### config.mk
export PLATFORM = sky130hd
export DESIGN_NAME = smc_ctrl
export DESIGN_NICKNAME = d
export VERILOG_FILES = /design/src/hw/smc_pkg.sv /design/src/hw/smc_sync.sv /design/src/hw/smc_ctrl.sv
export SDC_FILE = /design/constraint.sdc
export NUM_CORES = 1
export LEC_CHECK = 0
export BUFFER_PORTS_ARGS = -buffer_cell sky130_fd_sc_hd__buf_2
export CELL_PAD_IN_SITES_DETAIL_PLACEMENT = 0
export CELL_PAD_IN_SITES_GLOBAL_PLACEMENT = 1
export CORE_MARGIN = 4
export CORE_UTILIZATION = 45
export CTS_CLUSTER_DIAMETER = 120
export CTS_CLUSTER_SIZE = 40
export DETAILED_ROUTE_END_ITERATION = 10
export GPL_TIMING_DRIVEN = 1
export PLACE_DENSITY_LB_ADDON = 0.1
export SETUP_SLACK_MARGIN = 0.3
export SLEW_MARGIN = 20
export SYNTH_ARGS = -nofsm -noshare
export SYNTH_HDL_FRONTEND = slang
export SYNTH_SLANG_ARGS = --single-unit
### constraint.sdc
create_clock -name clk_sys -period 5.5 [get_ports clk_sys]
set_input_delay 0.275 -clock clk_sys [delete_from_list [all_inputs] [get_ports clk_sys]]
set_output_delay 0.275 -clock clk_sys [all_outputs]
set_load 0.02 [all_outputs]
### src/hw/smc_pkg.sv
// Purpose: constants for the static memory controller
// Assumes: 10 MHz system clock, slower speed grade timing
// Notes: timing counts derived from nanosecond figures, except SYNC_CYCLES, set directly in cycles
package smc_pkg;
    localparam int CLK_PERIOD_NS = 100;
    localparam int ADDR_W = 18;
    localparam int DATA_W = 16;
    // slower grade minimums in ns
    localparam int T_WRITE_PULSE_NS = 50;
    localparam int T_DATA_SETUP_NS = 30;
    localparam int T_ADDR_VALID_NS = 60;
    localparam int T_LANE_VALID_NS = 55;
    localparam int T_CYCLE_NS = 70;
    localparam int T_OE_ACCESS_NS = 40;
    localparam int T_TURN_OFF_NS = 25;
    function automatic int ns_to_cyc(input int ns);
        int c;
        c = (ns + CLK_PERIOD_NS - 1) / CLK_PERIOD_NS;
        return (c < 1) ? 1 : c;
    endfunction
    // write window must cover every minimum measured to its end
    localparam int WR_CYC_A = ns_to_cyc(T_WRITE_PULSE_NS);
    localparam int WR_CYC_B = ns_to_cyc(T_ADDR_VALID_NS);
    localparam int WR_CYC_C = ns_to_cyc(T_LANE_VALID_NS);
    localparam int WR_CYC_D = ns_to_cyc(T_DATA_SETUP_NS);
    localparam int WR_CYC = (WR_CYC_A > WR_CYC_B) ? WR_CYC_A : WR_CYC_B;
    localparam int WR_CYC2 = (WR_CYC > WR_CYC_C) ? WR_CYC : WR_CYC_C;
    localparam int WR_CYCLES = (WR_CYC2 > WR_CYC_D) ? WR_CYC2 : WR_CYC_D;
    // bus must stand through three flops and the agreement stage before sampling
    localparam int SYNC_CYCLES = 4;
    localparam int RD_CYCLES = ns_to_cyc(T_CYCLE_NS) + SYNC_CYCLES;
    localparam int OE_CYCLES = ns_to_cyc(T_OE_ACCESS_NS);
    localparam int TURN_CYCLES = ns_to_cyc(T_TURN_OFF_NS);
    localparam int REC_CYCLES = ns_to_cyc(T_CYCLE_NS);
    localparam logic [3:0] CNT_W_MAX = 4'hF;
    localparam logic [ADDR_W-1:0] ADDR_RST = 18'h00000;
    localparam logic [DATA_W-1:0] DATA_RST = 16'h0000;
    typedef enum logic [2:0] {
        SMC_IDLE, SMC_WRITE, SMC_READ, SMC_TURN, SMC_RETAIN, SMC_RECOVER
    } smc_state_e;
endpackage

### src/hw/smc_sync.sv
// Purpose: three-stage synchroniser with agreement filter
// Assumes: input asynchronous to clk_sys
// Notes: output changes once stages two and three agree
`timescale 1ns/1ps
`default_nettype none
module smc_sync
    import smc_pkg::*;
#(
    parameter int W = 16
)
(
    input wire logic clk_sys,
    input wire logic rst_n,
    input wire logic [W-1:0] async_in,
    output logic [W-1:0] sync_out
);
    logic [W-1:0] s1_reg;
    logic [W-1:0] s2_reg;
    logic [W-1:0] s3_reg;
    logic [W-1:0] out_reg;
    always_ff @(posedge clk_sys or negedge rst_n)
    begin
        if (!rst_n)
        begin
            s1_reg <= '0;
            s2_reg <= '0;
            s3_reg <= '0;
        end
        else
        begin
            s1_reg <= async_in;
            s2_reg <= s1_reg;
            s3_reg <= s2_reg;
        end
    end
    always_ff @(posedge clk_sys or negedge rst_n)
    begin
        if (!rst_n)
            out_reg <= '0;
        else
            for (int i = 0; i < W; i++)
                if (s2_reg[i] == s3_reg[i])
                    out_reg[i] <= s3_reg[i];
    end
    assign sync_out = out_reg;
endmodule
`default_nettype wire

### src/hw/smc_ctrl.sv
// Purpose: clocked controller driving an asynchronous 256K x 16 static memory
// Assumes: 10 MHz clk_sys, memory pins wired straight to the ports below
// Notes: one access at a time; the memory itself has no clock
// Function
// - one shared 16-line data bus; controller drives only when writing
// - write active at least 40 or 50 ns by grade
// - write data stable 25 or 30 ns before write end, held through
// - address valid from write start, 50 or 60 ns before end
// - lane selects asserted 50 or 55 ns before write end
// - address setup and write recovery minimums are zero
// - retention by lanes holds both lanes high, chip select low
`timescale 1ns/1ps
`default_nettype none
module smc_ctrl
    import smc_pkg::*;
(
    input wire logic clk_sys,
    input wire logic rst_n,
    input wire logic req_valid,
    output logic req_ready,
    input wire logic req_write,
    input wire logic [ADDR_W-1:0] req_addr,
    input wire logic [DATA_W-1:0] req_wdata,
    input wire logic [1:0] req_lanes,
    input wire logic retain_req,
    input wire logic retain_by_lanes,
    output logic retain_active,
    output logic [DATA_W-1:0] rd_data,
    output logic rd_valid,
    output logic [ADDR_W-1:0] word_address,
    output logic chip_select_n,
    output logic write_strobe_n,
    output logic output_enable_n,
    output logic low_lane_select_n,
    output logic high_lane_select_n,
    input wire logic [DATA_W-1:0] shared_data_lines_in,
    output logic [DATA_W-1:0] shared_data_lines_out,
    output logic shared_data_lines_oe_n
);
    smc_state_e state_reg;
    logic [3:0] cnt_reg;
    logic [DATA_W-1:0] data_sync;
    logic [ADDR_W-1:0] addr_reg;
    logic [DATA_W-1:0] wdata_reg;
    logic [1:0] lanes_reg;
    logic lanes_mode_reg;
    logic take;

    function automatic logic [3:0] cnt4(input int n);
        return n[3:0];
    endfunction

    smc_sync #(.W(DATA_W)) u_sync (
        .clk_sys(clk_sys),
        .rst_n(rst_n),
        .async_in(shared_data_lines_in),
        .sync_out(data_sync)
    );

    // a request with no lane selected would be standby, so it is not taken
    assign req_ready = (state_reg == SMC_IDLE) && !retain_req;
    assign take = req_ready && req_valid && (req_lanes != 2'b00);

    always_ff @(posedge clk_sys or negedge rst_n)
    begin
        if (!rst_n)
        begin
            state_reg <= SMC_IDLE;
            cnt_reg <= 4'h0;
        end
        else
        begin
            case (state_reg)
                SMC_IDLE:
                begin
                    if (retain_req)
                        state_reg <= SMC_RETAIN;
                    else if (take)
                    begin
                        state_reg <= req_write ? SMC_WRITE : SMC_READ;
                        // window length from rounded-up minimums
                        cnt_reg <= req_write ? cnt4(WR_CYCLES) : cnt4(RD_CYCLES);
                    end
                end
                SMC_WRITE:
                begin
                    if (cnt_reg == 4'h1)
                    begin
                        state_reg <= SMC_TURN;
                        cnt_reg <= cnt4(TURN_CYCLES);
                    end
                    else
                        cnt_reg <= cnt_reg - 4'h1;
                end
                SMC_READ:
                begin
                    if (cnt_reg == 4'h1)
                    begin
                        state_reg <= SMC_TURN;
                        cnt_reg <= cnt4(TURN_CYCLES);
                    end
                    else
                        cnt_reg <= cnt_reg - 4'h1;
                end
                SMC_TURN:
                begin
                    // bus released before next access can drive it
                    if (cnt_reg == 4'h1)
                        state_reg <= SMC_IDLE;
                    else
                        cnt_reg <= cnt_reg - 4'h1;
                end
                SMC_RETAIN:
                begin
                    if (!retain_req)
                    begin
                        state_reg <= SMC_RECOVER;
                        cnt_reg <= cnt4(REC_CYCLES);
                    end
                end
                SMC_RECOVER:
                begin
                    if (cnt_reg == 4'h1)
                        state_reg <= SMC_IDLE;
                    else
                        cnt_reg <= cnt_reg - 4'h1;
                end
                default:
                begin
                    state_reg <= SMC_IDLE;
                    cnt_reg <= 4'h0;
                end
            endcase
        end
    end

    // address, data and lanes held for the whole access
    always_ff @(posedge clk_sys or negedge rst_n)
    begin
        if (!rst_n)
        begin
            addr_reg <= ADDR_RST;
            wdata_reg <= DATA_RST;
            lanes_reg <= 2'h0;
        end
        else if (take)
        begin
            addr_reg <= req_addr;
            wdata_reg <= req_wdata;
            lanes_reg <= req_lanes;
        end
    end

    always_ff @(posedge clk_sys or negedge rst_n)
    begin
        if (!rst_n)
            lanes_mode_reg <= 1'b0;
        else if (state_reg == SMC_IDLE && retain_req)
            lanes_mode_reg <= retain_by_lanes;
    end

    // pin drive: all strobes registered, glitch free
    always_ff @(posedge clk_sys or negedge rst_n)
    begin
        if (!rst_n)
        begin
            word_address <= ADDR_RST;
            chip_select_n <= 1'b1;
            write_strobe_n <= 1'b1;
            output_enable_n <= 1'b1;
            low_lane_select_n <= 1'b1;
            high_lane_select_n <= 1'b1;
            shared_data_lines_out <= DATA_RST;
            shared_data_lines_oe_n <= 1'b1;
        end
        else
        begin
            word_address <= take ? req_addr : addr_reg;
            shared_data_lines_out <= take ? req_wdata : wdata_reg;
            if (take)
            begin
                // chip select, chosen lanes and write or output enable fall together, so start is this edge
                chip_select_n <= 1'b0;
                write_strobe_n <= !req_write;
                output_enable_n <= req_write;
                low_lane_select_n <= !req_lanes[0];
                high_lane_select_n <= !req_lanes[1];
                shared_data_lines_oe_n <= !req_write;
            end
            else if ((state_reg == SMC_WRITE || state_reg == SMC_READ)
                && cnt_reg == 4'h1)
            begin
                // all strobes rise together on this edge; bus held one more cycle
                chip_select_n <= 1'b1;
                write_strobe_n <= 1'b1;
                output_enable_n <= 1'b1;
                low_lane_select_n <= 1'b1;
                high_lane_select_n <= 1'b1;
            end
            else if (state_reg == SMC_TURN)
                shared_data_lines_oe_n <= 1'b1;
            else if (state_reg == SMC_RETAIN)
            begin
                // lane retention keeps chip select low
                chip_select_n <= !lanes_mode_reg;
                low_lane_select_n <= 1'b1;
                high_lane_select_n <= 1'b1;
                write_strobe_n <= 1'b1;
                output_enable_n <= 1'b1;
                shared_data_lines_oe_n <= 1'b1;
            end
            else if (state_reg == SMC_RECOVER)
                chip_select_n <= 1'b1;
        end
    end

    assign retain_active = (state_reg == SMC_RETAIN);

    // sample at end of read; window stretched by SYNC_CYCLES for synchroniser
    always_ff @(posedge clk_sys or negedge rst_n)
    begin
        if (!rst_n)
        begin
            rd_data <= DATA_RST;
            rd_valid <= 1'b0;
        end
        else
        begin
            rd_valid <= 1'b0;
            if (state_reg == SMC_READ && cnt_reg == 4'h1)
            begin
                rd_valid <= 1'b1;
                rd_data[7:0] <= lanes_reg[0] ? data_sync[7:0] : 8'h00;
                rd_data[15:8] <= lanes_reg[1] ? data_sync[15:8] : 8'h00;
            end
        end
    end
endmodule
`default_nettype wire

==> results.toml <==
[global_routing]
grt_start_max_net_pins = 84
grt_pass1_wl_mm = 15.9
antenna_found_initial = 0
grt_overflow_total = 0
grt.total_usage = 0.175
grt_pass1_vias = 3254

[worst_setup_path]
critical_path_class = "reg -> reg"
r2r_slack_ns = 3.25
worst_ep_arrival_time_ns = 2.64
rr_worst_depth = 4
required_ns = 5.89
crit_path_end_kind = "register"
path_max_fanout = 42
reg2reg_from = "state_reg[1]"
cp-endpoint = "word_address[11]"
crit_path_start = "state_reg[1]"
critPathLaunchType = "register"
worstReg2RegEnd = "word_address[11]"

[synth]
synthCells = 310
synthArstFlopShare = 1.00
yosysTopAreaCell = "dfrtp_1"
yosysMostFrequentCell = "dfrtp_1"
synth_area_um2 = 4600
ys_types = 42
synth_area_leaders = "dfrtp_1 68%, mux2_2 8.6%, maj3_1 3.5%"
synth_edf_count = 0
synth_top_cell_area_share = 0.680
avgSynthCellArea_um2 = 14.8
synth-seq-cells = 131
seq_area_frac_synth = 0.714
syn-num-nets = 370
ys_top_cells_by_count = "125 x dfrtp_1, 35 x mux2_2, 35 x nand2_1, 22 x o21ai_0, 16 x maj3_1"
yosys_warnings = 0
ys.flop_type = "dfrtp_1"

[placed_design]
placed_cells = 548
io_buffers = 116
place.gp.congestion = 0.778
dp_hpwl_mm = 5.76

[timing]
hold_violations = 0
finalSetupTns_ns = 0
setup_viol_count_final = 0
rsz0062_at_grt = "no"
min_period_ns = 2.25
period_share = 0.409
max-slew-margin-rel = 0.519
worstMarginPinSlew_ns = 0.722
fmax_mhz = 444
maxSlewViolCount = 0
skew_ns = 0.00787

[clocking]
clock_path_buffers = 2
clk_latency_ns = 0.51
cts_buffers = 17
clk_pin_slew_ns = 0.06
root_buffer = "clkbuf_8"
cts.sinks = 131
cts_setup_buffers = 0
tritoncts = "yes"
htree_num_levels = 4

[floorplanning]
die_w_um = 109
initial_core_util = 0.466
pin_count = 117
fp-row-count = 36
dieHeight_um = 109
core_um2 = 9860
die-area_um2 = 11900

[layout]
area_growth_pct = 39.1
nNetsFinal = 549
layout.cells.non_filler = 635
antennaDiodeCount = 0
layout-drive-gt1-share = 0.388
largest_reg_flops = 18
top_register = "word_address"

[routing]
drtIter0Drc = 153
viasPerCell = 4.76
first_pass_iters = 4
drc_errors = 0
detail-route-antenna-nets = 0
wl_mm = 9.18
wl_per_cell_um = 14.5
routed-via-count = 3023

[power_and_ir_drop]
power.internal_mw = 2.23
pwr_density_cell_nw_per_um2 = 518
ir_worst_vdd_v = 0.000275
pwr-share-clk = 0.310
switching_share = 0.328
seq_power_share = 0.418
pwr-share-comb = 0.272
total_power_mw = 3.31
p_switching_mw = 1.09
p_leak_nw = 2.98

[status]
status = "complete, no violations"

[min_path]
hp-class = "in -> reg"

[flow_run]
drv_cap = 0
[cells in the final DEF (no fill, tap or decap), drive strengths merged, types with 6 or more instances in the layout]
| cell type | n |
|---|---|
| dlygate4sd3 | 55 |
| buf | 119 |
| dfrtp | 125 |
| inv | 7 |
| nand2 | 35 |
| clkbuf | 19 |
| mux2 | 37 |
| maj3 | 16 |
| nor2 | 6 |
| dfstp | 6 |
| o21ai | 22 |
[metal layers]
metal,wire (um),vias up,GRT usage
met5,0,-,0
met4,197,0,0.0784
met3,552,16,0.0562
met2,4460,88,0.271
met1,3970,1478,0.224
li1,-,1441,-
[worst min path at each step]
| stage | endpoint | slack (ns) | depth (start not counted) | start |
|---|---|---|---|---|
| after detailed placement | cnt_reg[3] | 0.25 | 1 | rst_n |
| after floorplan | cnt_reg[0] | -0.02 | 0 | rst_n |
| after CTS | lanes_mode_reg | 0.17 | 3 | retain_req |
| final | lanes_mode_reg | 0.19 | 3 | retain_req |
| after global routing | lanes_mode_reg | 0.18 | 3 | retain_req |
| after global placement | cnt_reg[3] | 0.24 | 1 | rst_n |
[worst max-delay path, cell delays in order (launching register included)]
cell     delay, ns
dfrtp_1       0.57
or3_4         0.49
nor3_4        0.17
buf_4         0.46
mux2_2        0.41
[layout make-up]
cell class                 instances  area, um2
inverter                           5       18.8
clock buffer                      19        432
multi-input combinational        160       1200
timing repair buffer             174       1160
tap                              133        166
clock inverter                    13        129
sequential                       131       3290
fill                             742       3460
[power groups by stage]
stage / clock network, mW / registers (mW) / logic [mW]
floorplan: 0 / 1.56 / 0.414
global placement: 0 / 1.39 / 0.870
detailed placement: 0 / 1.40 / 0.878
CTS: 1.06 / 1.39 / 0.911
global route: 1.10 / 1.42 / 0.983
finish: 1.03 / 1.39 / 0.901
[logic make-up after synthesis]
group,share of synthesized area
AOI/OAI and AO/OA,0.0647
xor gates and xnor gates,0.00571
adders and majority gates,0.0402
buffers and inverters,0.0239
DFF,0.714
muxes,0.0927
and+or+nand+nor,0.0585
[what timing repair did]
action / CTS / global route
endpoints found under the hold margin: 102 / 0
resized for setup: 0 / 0
hold buffers: 55 / 0
[per-stage QoR]
stage               setup slack (ns)  utilization  instance area, um2  hold slack (ns)
detailed placement              3.27        0.536                5290            0.247
floorplan                       3.66            -                4600          -0.0206
finish                          3.25        0.649                6400            0.190
CTS                             3.26        0.648                6400            0.169
global route                    3.12        0.649                6400            0.180
global placement                3.30        0.536                5290            0.240
No activity file was read; power rests on OpenSTA's default activity.
